## src/inc/hcp_regs.vh

```
`ifndef HCP_REGS_VH
`define HCP_REGS_VH

// port offsets within the two-word window (address line a0)
`define HCP_DATA_OFFSET 1'b0
`define HCP_CMD_OFFSET 1'b1

// command register fields
`define HCP_CMD_WIDTH 16
`define HCP_CMD_RESET 16'h0000
`define HCP_CMD_SWRST_BIT 15
`define HCP_CMD_FRAME_ZERO_BIT 2
`define HCP_CMD_DEST_MSB 1
`define HCP_CMD_DEST_LSB 0

// destination_select codes
`define HCP_DEST_TX_BUFFER 2'b00
`define HCP_DEST_LATCH_ONE 2'b01
`define HCP_DEST_LATCH_TWO 2'b10
`define HCP_DEST_LATCH_THREE 2'b11

// status register fields
`define HCP_STAT_FRAME_ZERO_BIT 11
`define HCP_STAT_RESET 16'h0000

// data words sit in the low bits of the bus
`define HCP_DATA_WIDTH 12
`define HCP_BUS_WIDTH 16

// serial clock rates selected by the clock-rate switch, in hz
`define HCP_FAST_CLOCK_HZ 432000
`define HCP_SLOW_CLOCK_HZ 2400

`endif

```

## src/rtl/hcp_latch.v

```verilog
`timescale 1ns/1ps
`default_nettype none
`include "hcp_regs.vh"

// debug latch: cleared only by the hardware reset, never by the software reset
module hcp_latch (
	input wire i_core_clk,
	input wire i_reset_n,
	input wire i_load,
	input wire [`HCP_DATA_WIDTH-1:0] i_data,
	output reg [`HCP_DATA_WIDTH-1:0] o_data
);

	always @(posedge i_core_clk or negedge i_reset_n) begin
		if (!i_reset_n) begin
			o_data <= {`HCP_DATA_WIDTH{1'b0}};
		end else if (i_load) begin
			o_data <= i_data;
		end
	end

endmodule // hcp_latch

`default_nettype wire

```

## src/rtl/hcp_port.v

```verilog
// Operation
// serial clock is 432 kHz when clock-rate switch is 0, else 2.4 kHz
// line-format switch 0 selects RS232-level user data
// base-address switches must match host address lines A1..A3
// respond only to the two addresses base and base plus A0
// host asserts bus reset as hardware reset, usually at power-up
// hardware reset clears everything, debug latches included
// software reset clears everything except the debug latches
// command bit 15 is an active-high software reset held while set
// host writes 0 to bit 15 to release software reset
// destination 00 buffer, 01 latch one, 10 latch two
// host selects destination before the data write
// host keeps destination at zero for normal operation
// source or sink role follows only from addresses accessed
// frame-zero output follows a command bit written by host
// received frame-zero level is readable as a status bit
// destination 11 routes data writes to debug latch three
// frame-zero output comes from command bit 2, zero after reset
// received frame-zero level sits on status bit 11
// data words occupy the lower 12 of 16 data lines
// base plus one: write is command, read is status
// debug latch holds its value until rewritten or hardware reset
`timescale 1ns/1ps
`default_nettype none
`include "hcp_regs.vh"

module hcp_port (
	input wire i_core_clk,
	input wire i_reset_n,
	input wire [3:0] i_addr,
	input wire i_io_strobe,
	input wire i_write,
	input wire [`HCP_BUS_WIDTH-1:0] i_wdata,
	input wire i_clock_rate_switch,
	input wire i_line_format_switch,
	input wire i_base_addr_switch_msb,
	input wire i_base_addr_switch_mid,
	input wire i_base_addr_switch_lsb,
	input wire i_frame_zero_pulse,
	input wire [`HCP_DATA_WIDTH-1:0] i_rx_word,
	output reg [`HCP_BUS_WIDTH-1:0] o_rdata,
	output reg o_rdata_valid,
	output reg o_frame_zero_pulse,
	output reg o_soft_reset_n,
	output reg o_slow_clock_sel,
	output reg o_rs232_sel,
	output reg [`HCP_DATA_WIDTH-1:0] o_tx_word,
	output reg o_tx_load,
	output reg o_rx_read,
	output reg [`HCP_DATA_WIDTH-1:0] o_latch_one,
	output reg [`HCP_DATA_WIDTH-1:0] o_latch_two,
	output reg [`HCP_DATA_WIDTH-1:0] o_latch_three
);

	reg [`HCP_CMD_WIDTH-1:0] command_register;
	reg [2:0] latch_load;
	wire [`HCP_DATA_WIDTH-1:0] latch_q [0:2];
	wire board_sel;
	wire soft_rst;
	wire [1:0] dest;
	wire data_wr;
	wire data_rd;
	wire cmd_wr;
	wire stat_rd;
	wire [`HCP_BUS_WIDTH-1:0] status_word;
	reg [`HCP_BUS_WIDTH-1:0] next_rdata;
	reg [`HCP_DATA_WIDTH-1:0] next_tx_word;
	wire tx_wr;
	wire rx_rd;
	wire st_rd;

	// enable only when the three switches match A3..A1
	assign board_sel = i_io_strobe &&
		(i_addr[3:1] == {i_base_addr_switch_msb, i_base_addr_switch_mid,
		i_base_addr_switch_lsb});
	// role as source or sink comes purely from which address is touched
	assign data_wr = board_sel && i_write && (i_addr[0] == `HCP_DATA_OFFSET);
	assign data_rd = board_sel && !i_write && (i_addr[0] == `HCP_DATA_OFFSET);
	assign cmd_wr = board_sel && i_write && (i_addr[0] == `HCP_CMD_OFFSET);
	assign stat_rd = board_sel && !i_write && (i_addr[0] == `HCP_CMD_OFFSET);

	assign soft_rst = command_register[`HCP_CMD_SWRST_BIT];
	assign dest = command_register[`HCP_CMD_DEST_MSB:`HCP_CMD_DEST_LSB];

	assign status_word = {{(`HCP_BUS_WIDTH-`HCP_STAT_FRAME_ZERO_BIT-1){1'b0}},
		i_frame_zero_pulse, {`HCP_STAT_FRAME_ZERO_BIT{1'b0}}};

	// the command register must stay writable under software reset, or bit 15
	// could never be released again
	always @(posedge i_core_clk or negedge i_reset_n) begin
		if (!i_reset_n) begin
			command_register <= `HCP_CMD_RESET;
		end else if (cmd_wr) begin
			command_register <= i_wdata;
		end
	end

	// data-write routing; during software reset nothing is routed
	always @* begin
		latch_load = 3'b000;
		if (data_wr && !soft_rst) begin
			case (dest)
				`HCP_DEST_LATCH_ONE: latch_load = 3'b001;
				`HCP_DEST_LATCH_TWO: latch_load = 3'b010;
				`HCP_DEST_LATCH_THREE: latch_load = 3'b100;
				default: latch_load = 3'b000;
			endcase
		end
	end

	genvar g;
	generate
		for (g = 0; g < 3; g = g + 1) begin : g_latch
			// latches see only the hardware reset
			hcp_latch u_hcp_latch (
				.i_core_clk(i_core_clk),
				.i_reset_n(i_reset_n),
				.i_load(latch_load[g]),
				.i_data(i_wdata[`HCP_DATA_WIDTH-1:0]),
				.o_data(latch_q[g])
			);
		end
	endgenerate

	// strobes that still count; under software reset data and status go quiet
	assign tx_wr = data_wr && !soft_rst && (dest == `HCP_DEST_TX_BUFFER);
	assign rx_rd = data_rd && !soft_rst;
	assign st_rd = stat_rd && !soft_rst;

	// next read answer; it stands until the next read or a software reset
	always @* begin
		next_rdata = o_rdata;
		if (soft_rst) begin
			next_rdata = `HCP_STAT_RESET;
		end else if (rx_rd) begin
			// upper four lines read as zero
			next_rdata = {{(`HCP_BUS_WIDTH-`HCP_DATA_WIDTH){1'b0}}, i_rx_word};
		end else if (st_rd) begin
			next_rdata = status_word;
		end
	end

	// next transmit word; the serial path outside takes it on the load strobe
	always @* begin
		next_tx_word = o_tx_word;
		if (soft_rst) begin
			next_tx_word = {`HCP_DATA_WIDTH{1'b0}};
		end else if (tx_wr) begin
			next_tx_word = i_wdata[`HCP_DATA_WIDTH-1:0];
		end
	end

	// switch copies; a soft reset leaves them alone, the switches cannot move
	always @(posedge i_core_clk or negedge i_reset_n) begin
		if (!i_reset_n) begin
			o_slow_clock_sel <= 1'b1;
			o_rs232_sel <= 1'b0;
		end else begin
			o_slow_clock_sel <= i_clock_rate_switch;
			o_rs232_sel <= !i_line_format_switch;
		end
	end

	// lags the command bit by one edge, together with the outputs it clears
	always @(posedge i_core_clk or negedge i_reset_n) begin
		if (!i_reset_n) begin
			o_soft_reset_n <= 1'b1;
		end else begin
			o_soft_reset_n <= !soft_rst;
		end
	end

	// frame-zero output; pulse width is whatever the host spaces its two writes
	always @(posedge i_core_clk or negedge i_reset_n) begin
		if (!i_reset_n) begin
			o_frame_zero_pulse <= 1'b0;
		end else if (soft_rst) begin
			o_frame_zero_pulse <= 1'b0;
		end else begin
			o_frame_zero_pulse <= command_register[`HCP_CMD_FRAME_ZERO_BIT];
		end
	end

	// transmit word and its one-cycle load strobe
	always @(posedge i_core_clk or negedge i_reset_n) begin
		if (!i_reset_n) begin
			o_tx_word <= {`HCP_DATA_WIDTH{1'b0}};
			o_tx_load <= 1'b0;
		end else begin
			o_tx_word <= next_tx_word;
			o_tx_load <= tx_wr;
		end
	end

	// read answer with its one-cycle strobes
	always @(posedge i_core_clk or negedge i_reset_n) begin
		if (!i_reset_n) begin
			o_rdata <= `HCP_STAT_RESET;
			o_rdata_valid <= 1'b0;
			o_rx_read <= 1'b0;
		end else begin
			o_rdata <= next_rdata;
			o_rdata_valid <= rx_rd || st_rd;
			o_rx_read <= rx_rd;
		end
	end

	// latch contents go out through flip-flops, one edge behind the latches
	always @(posedge i_core_clk or negedge i_reset_n) begin
		if (!i_reset_n) begin
			o_latch_one <= {`HCP_DATA_WIDTH{1'b0}};
			o_latch_two <= {`HCP_DATA_WIDTH{1'b0}};
			o_latch_three <= {`HCP_DATA_WIDTH{1'b0}};
		end else begin
			o_latch_one <= latch_q[0];
			o_latch_two <= latch_q[1];
			o_latch_three <= latch_q[2];
		end
	end

endmodule // hcp_port

`default_nettype wire

```

## config.mk

```make
export PLATFORM = sky130hd
export DESIGN_NAME = hcp_port
export DESIGN_NICKNAME = d
export VERILOG_FILES = /design/src/rtl/hcp_latch.v /design/src/rtl/hcp_port.v
export VERILOG_INCLUDE_DIRS = /design/src /design/src/inc
export SDC_FILE = /design/constraint.sdc
export NUM_CORES = 1
export LEC_CHECK = 0
export ABC_AREA = 1
export BUFFER_PORTS_ARGS = -buffer_cell sky130_fd_sc_hd__buf_2
export CAP_MARGIN = 5
export CORE_UTILIZATION = 55
export DETAILED_ROUTE_END_ITERATION = 7
export PLACE_DENSITY = 0.86
export SLEW_MARGIN = 5
export SYNTH_ARGS = -nofsm -noshare
export SYNTH_HDL_FRONTEND = slang
export SYNTH_SLANG_ARGS = --single-unit
```

## constraint.sdc

```tcl
create_clock -name i_core_clk -period 2.8 [get_ports i_core_clk]
set_clock_uncertainty 0.05 [all_clocks]
set_input_delay 0.14 -clock i_core_clk [delete_from_list [all_inputs] [get_ports i_core_clk]]
set_output_delay 0.14 -clock i_core_clk [all_outputs]
set_load 0.01 [all_outputs]
```

==> out/metrics.csv, run 1 <==
metric,value,unit
status,"finished, final reports clean",
tns,0,ps
groute.usage.overall,25.3,%
crit_top_cell,nand2_1,
path_clk_slew,100,ps
fp.dieW,85.8,um
grt_overflow,0,
ant_nets,0,
synth_area_leader_cell,dfrtp_1,
cpPeakStageDelay,920,ps
initial_core_util,56.9,%
tightest_slew,869,ps
crit_arrival,2270,ps
yosysWarnings,0,
cts_setup_buffers,0,
dp_cells,542,
leakagePower,2.86,nW
hold_buffers,22,
first_iter_violations,262,
max-clock-path-buffers,2,
avgSynthCellArea,10.8,um^2
syn-instance-count,358,
die-area,0.00736,mm^2
maxSlewHeadroom,42.1,%
drive_gt1_share,28.3,%
num_rows,30,
cts_root_buf,clkbuf_8,
synthDominantCellAreaShare,68.0,%
place_congestion,0.814,
worstPathMaxFanout,29,
power.density_cell_area,627,mW/mm^2
area_growth,25.9,%
finalCriticalPeriod,2080,ps
grt_pass1_wl,13.9,mm
die_y,85.8,um
crit_type,reg -> reg,
fmax,482,MHz
synth.most_common_cell,nand2_1,
min_path_type,in -> reg,
synth_edf_count,0,
vias,3007,
io_buffers,105,
antennaDiodeCount,0,
synthFlopType,dfrtp_1,
cts_tree,built,
wl,8.69,mm
cts.sink_count,107,
setup_violations,0,
path_cells,"nand4_1, nand2_1, nand2_1",
drt_pass1_iterations,5,
cts_made_buffers,9,
hold_slack,14.0,ps
rsz0062_at_grt,false,
first_global_vias,2849,
cts_resized,0,
drc,0,
synth_area_leaders,"dfrtp_1 (68%), nand2_1 (13%), nand3_1 (4.4%)",
synthDistinctLibCells,25,
hpwl,5.64,mm
cp.required,2990,ps
slew_viol_final,0,
finalNetCount,521,
hold_viol_final,0,
vdd_drop_max,0.337,mV
critPathLaunchType,flop,
end_kind,flop,
final_core_utilization,71.6,%
viasPerCell,5.18,
htreeDepth,3,
syn_area,0.00386,mm^2
cp_slowest_cell,dfrtp_1,
ys_top_cells_by_count,"nand2_1 (129), dfrtp_1 (105), nand3_1 (34), nand4_1 (26), inv_1 (12)",
yosysSeqAreaShare,69.4,%
core-area,0.00679,mm^2
async_flop_share,100,%
synth_seq_cells,107,
insertion_delay,360,ps
maxCapViolations,0,
stdcell_count,580,
period_share,74.2,%
grt_max_degree,55,
wl_per_cell,15.0,um
antenna_found_initial,0,
ios,113,
[metrics by stage]
step | setup WS [ps] | power [W] | area (um^2)
4_1_cts | 754 | 0.00306 | 4860
3_3_place_gp | 929 | 0.00194 | 4400
2_1_floorplan | 1460 | 0.00183 | 3870
6_report | 723 | 0.00305 | 4860
5_1_grt | 563 | 0.00317 | 4860
3_5_place_dp | 792 | 0.00195 | 4400
[cells by family after synthesis]
logic type             Yosys count  share of synthesized area [%]
flip-flops                     107                           69.4
AND/OR/NAND/NOR                205                           24.1
AO/OA/AOI/OAI                    8                           1.20
buffers and inverters           37                           5.25
other                            1                         0.0971
[registers in the layout, summed over array words and instances, names as in the netlist, 4 cells and up]
register / count
command_register: 4
o_latch_one: 12
o_latch_two: 12
o_rdata: 12
o_tx_word: 12
g_latch.u_hcp_latch.o_data: 36
o_latch_three: 12
[where the power goes]
group	switching (W)	total, W	internal (W)
Sequential	0.0000685	0.00167	0.00161
Clock	0.000506	0.00110	0.000598
Combinational	0.000182	0.000270	0.0000879
Total	0.000757	0.00305	0.00229
[area by class of cell]
cell class	count	area, um^2
multi-input cells	217	991
repair buffers	129	776
inverters	15	57.6
well taps	96	120
clock buffers	10	128
clock inverters	6	113
flip-flops and latches	107	2680
fillers	469	1930
[critical path, delay by kind of cell, from the launching register on]
family	cells	cell delay (ps)
flops	1	920
simple gates	3	980
[final timing paths]
kind	startpoint	endpoint	slack [ps]	cells past startpoint
max	command_register[0]$_DFFE_PN0P_	g_latch[0].u_hcp_latch.o_data[3]$_DFFE_PN0P_	720	3
min	i_wdata[9]	o_tx_word[9]$_DFFE_PN0P_	10	3
max reg2reg	command_register[0]$_DFFE_PN0P_	g_latch[0].u_hcp_latch.o_data[3]$_DFFE_PN0P_	720	3
min reg2reg	g_latch[1].u_hcp_latch.o_data[3]$_DFFE_PN0P_	o_latch_two[3]$_DFF_PN0_	330	0
max in group asynchronous	i_reset_n	o_soft_reset_n$_DFF_PN1_	1640	3
min in group asynchronous	i_reset_n	o_latch_two[7]$_DFF_PN0_	290	2
[per-layer routing]
| layer | up-vias | GRT usage (%) | part of all wire [%] |
|---|---|---|---|
| met2 | 158 | 43.1 | 50 |
| met3 | 9 | 6.45 | 7.8 |
| li1 | 1387 | - | - |
| met1 | 1453 | 32.5 | 41 |
| met5 | - | 0 | 0 |
| met4 | 0 | 7.12 | 1.1 |
[cell usage in the layout, fill, tap and decap left out, types with 4 or more instances in the layout]
cell type,Yosys,layout
nand2_1,129,129
dfrtp_1,105,105
buf_2,4,104
nand3_1,34,34
nand4_1,26,26
dlygate4sd3_1,0,22
inv_1,12,12
clkbuf_8,0,9
nor2_1,6,6
o21ai_0,5,5
conb_1,1,4
No activity file was read; power rests on OpenSTA's default activity.
==> run 2: changes to the inputs <==
- CORE_UTILIZATION: 55 -> 51
- PLACE_DENSITY: 0.86 -> 0.81
- clock period: 2.8 -> 2.17 ns (I/O delays scaled with it)
==> run 2 against run 1 <==
  * Final cell count grew 2.2%
  * Combinational power is 47% higher
  * First-iteration DRC count fell by 11%
  * Hold slack gained 71 ps
  * Flip-flop and latch count unchanged
  * Utilization down 3.8 points
  * Routed wire length is 2.5% lower
  * Critical endpoint is now g_latch[0].u_hcp_latch.o_data[0]$_DFFE_PN0P_
  * Total power increased by 27%
  * Clock power increased by 22%
  * Die area increased by 7.7%
  * Critical path type unchanged
  * Sequential share of layout area down 0.92 points
  * Count of clock-buffer cells in the layout unchanged
==> out/metrics.csv, run 2 (same netlist as run 1, synthesis figures left out) <==
metric,value,unit,change
drt_pass1_iterations,5,,unchanged
status,"finished, final reports clean",,
htreeDepth,3,,unchanged
drive_gt1_share,28.7,%,+0.44 points
place_congestion,0.766,,-6.0%
min_path_type,in -> reg,,
path_buf_inv,2,,+2
wl,8.47,mm,-2.5%
fmax,560,MHz,+16%
finalCriticalPeriod,1790,ps,-291 ps
crit_start,command_register[1]$_DFFE_PN0P_,,
cts_tree,built,,
reg2reg_from,command_register[1]$_DFFE_PN0P_,,
die-area,0.00793,mm^2,+7.7%
rrSetupSlack,380,ps,-340 ps
vdd_drop_max,0.365,mV,+8.5%
setup_violations,0,,unchanged
tns,0,ps,unchanged
first_global_vias,2790,,-2.1%
rr_endpoint,g_latch[0].u_hcp_latch.o_data[0]$_DFFE_PN0P_,,
crit_arrival,1980,ps,-290 ps
path_cells,"inv_1, buf_4, nand4_1, nand2_1, nand2_1",,
crit_type,reg -> reg,,
n_fill_cell,566,,+21%
mostFrequentLayoutCells,"nand2_1 (129), dfrtp_1 (105), buf_2 (104)",,
grt_max_degree,75,,+36%
grt_pass1_wl,13.4,mm,-3.9%
cp_slowest_cell,dfrtp_1,,
cp.depth,5,,+2
insertion_delay,360,ps,about the same
core-area,0.00729,mm^2,+7.3%
cts_made_buffers,9,,unchanged
slew_viol_final,0,,unchanged
num_rows,31,,+3.3%
path_clk_slew,90,ps,about the same
stdcell_count,593,,+2.2%
hpwl,5.54,mm,-1.7%
worstPathMaxFanout,16,,-45%
largest_reg_flops,36,,unchanged
worstRegToRegCells,5,,+2
drc,0,,unchanged
leakagePower,2.90,nW,+1.5%
ios,113,,unchanged
critical_path.endpoint,g_latch[0].u_hcp_latch.o_data[0]$_DFFE_PN0P_,,
max-clock-path-buffers,2,,unchanged
finalNetCount,531,,+1.9%
io_buffers,105,,unchanged
crit_top_cell,nand2_1,,
regMostFlops,g_latch.u_hcp_latch.o_data,,
total_power,0.00388,W,+27%
cts_setup_buffers,0,,unchanged
fp.dieW,89.0,um,+3.8%
period_share,82.3,%,+8.1 points
maxCapViolations,0,,unchanged
power.density_cell_area,784,mW/mm^2,+25%
antennaDiodeCount,0,,unchanged
cp.required,2370,ps,-620 ps
dp_slack,410,ps,-382 ps
dp_cells,549,,+1.3%
antenna_found_initial,0,,unchanged
path_delay_family,simple AND/OR/NAND/NOR gates,,
hold_viol_final,0,,unchanged
grt_overflow,0,,unchanged
maxSlewHeadroom,64.7,%,+23 points
groute.usage.overall,22.9,%,-2.5 points
vias,2941,,-2.2%
viasPerCell,4.96,,-4.3%
ant_nets,0,,unchanged
rsz0062_at_grt,false,,
die_y,89.0,um,+3.8%
wl_per_cell,14.3,um,-4.7%
area_growth,28.1,%,
final_common_cell,nand2_1,,
cts.sink_count,107,,unchanged
cts_root_buf,clkbuf_8,,
first_iter_violations,234,,-11%
cpPeakStageDelay,560,ps,-360 ps
initial_core_util,53.0,%,-3.9 points
critPathLaunchType,flop,,
tightest_slew,528,ps,-341 ps
timing.final.ws_setup,384,ps,-339 ps
end_kind,flop,,
run 2: cell count changes in the layout (fill, tap and decap cells not counted):
cell	previous run	this run
clkbuf_8	9	10
bufinv_16	3	2
clkinv_4	1	0
buf_4	2	6
clkbuf_1	1	0
dlygate4sd3_1	22	28
inv_6	1	3
run 2: layout make-up:
class | instances | area [um^2] | area share (%)
inverter | 15 | 57.6 | 1.16
clock inverter | 6 | 91.3 | 1.85
multi-input combinational | 217 | 991 | 20.0
clock buffer | 10 | 138 | 2.78
sequential | 107 | 2680 | 54.2
tap | 99 | 124 | 2.50
timing repair buffer | 139 | 866 | 17.5
run 2: tightest hold or removal path: stages:
cell      delay, ps
buf_2            80
or2_2            90
o211ai_1        100
nand2_1          80
run 2: power breakdown:
group	internal, W	leakage, nW	switching [W]
clock network	0.000692	0.118	0.000649
logic	0.000138	1.31	0.000260
registers	0.00207	1.48	0.0000659
total	0.00290	2.90	0.000975
run 2: worst min-delay path by stage:
stage                             startpoint                              end  slack (ps)  depth (start not counted)
final                     i_frame_zero_pulse          o_rdata[11]$_DFFE_PN0P_          80                          4
after global routing      i_frame_zero_pulse          o_rdata[11]$_DFFE_PN0P_          70                          4
after CTS                 i_frame_zero_pulse          o_rdata[11]$_DFFE_PN0P_          20                          4
after detailed placement           i_reset_n       o_latch_three[9]$_DFF_PN0_          20                          1
after global placement             i_reset_n            o_rs232_sel$_DFF_PN0_          10                          1
after floorplan                    i_reset_n  command_register[0]$_DFFE_PN0P_        -240                          0
run 2: per-stage QoR:
| stage | utilization [%] | area [um^2] | hold slack, ps |
|---|---|---|---|
| final | 67.8 | 4950 | 84.9 |
| after detailed placement | 60.9 | 4440 | 23.7 |
| after CTS | 67.8 | 4950 | 23.8 |
| after global placement | 60.9 | 4440 | 13.4 |
| after global routing | 67.8 | 4950 | 73.9 |
| after floorplan | - | 3870 | -237 |
run 2: repair_timing:
item	CTS	global route
hold endpoints to repair	86	0
resized for setup	0	0
hold buffers	28	0
setup endpoints to repair	0	0
run 2: routing by layer:
layer / global-route usage, % / vias up / routed length, um
met3: 7.29 / 6 / 673
li1: - / 1405 / -
met4: 5.05 / 0 / 52
met1: 29.6 / 1411 / 3540
met5: 0 / - / 0
met2: 38.2 / 119 / 4210
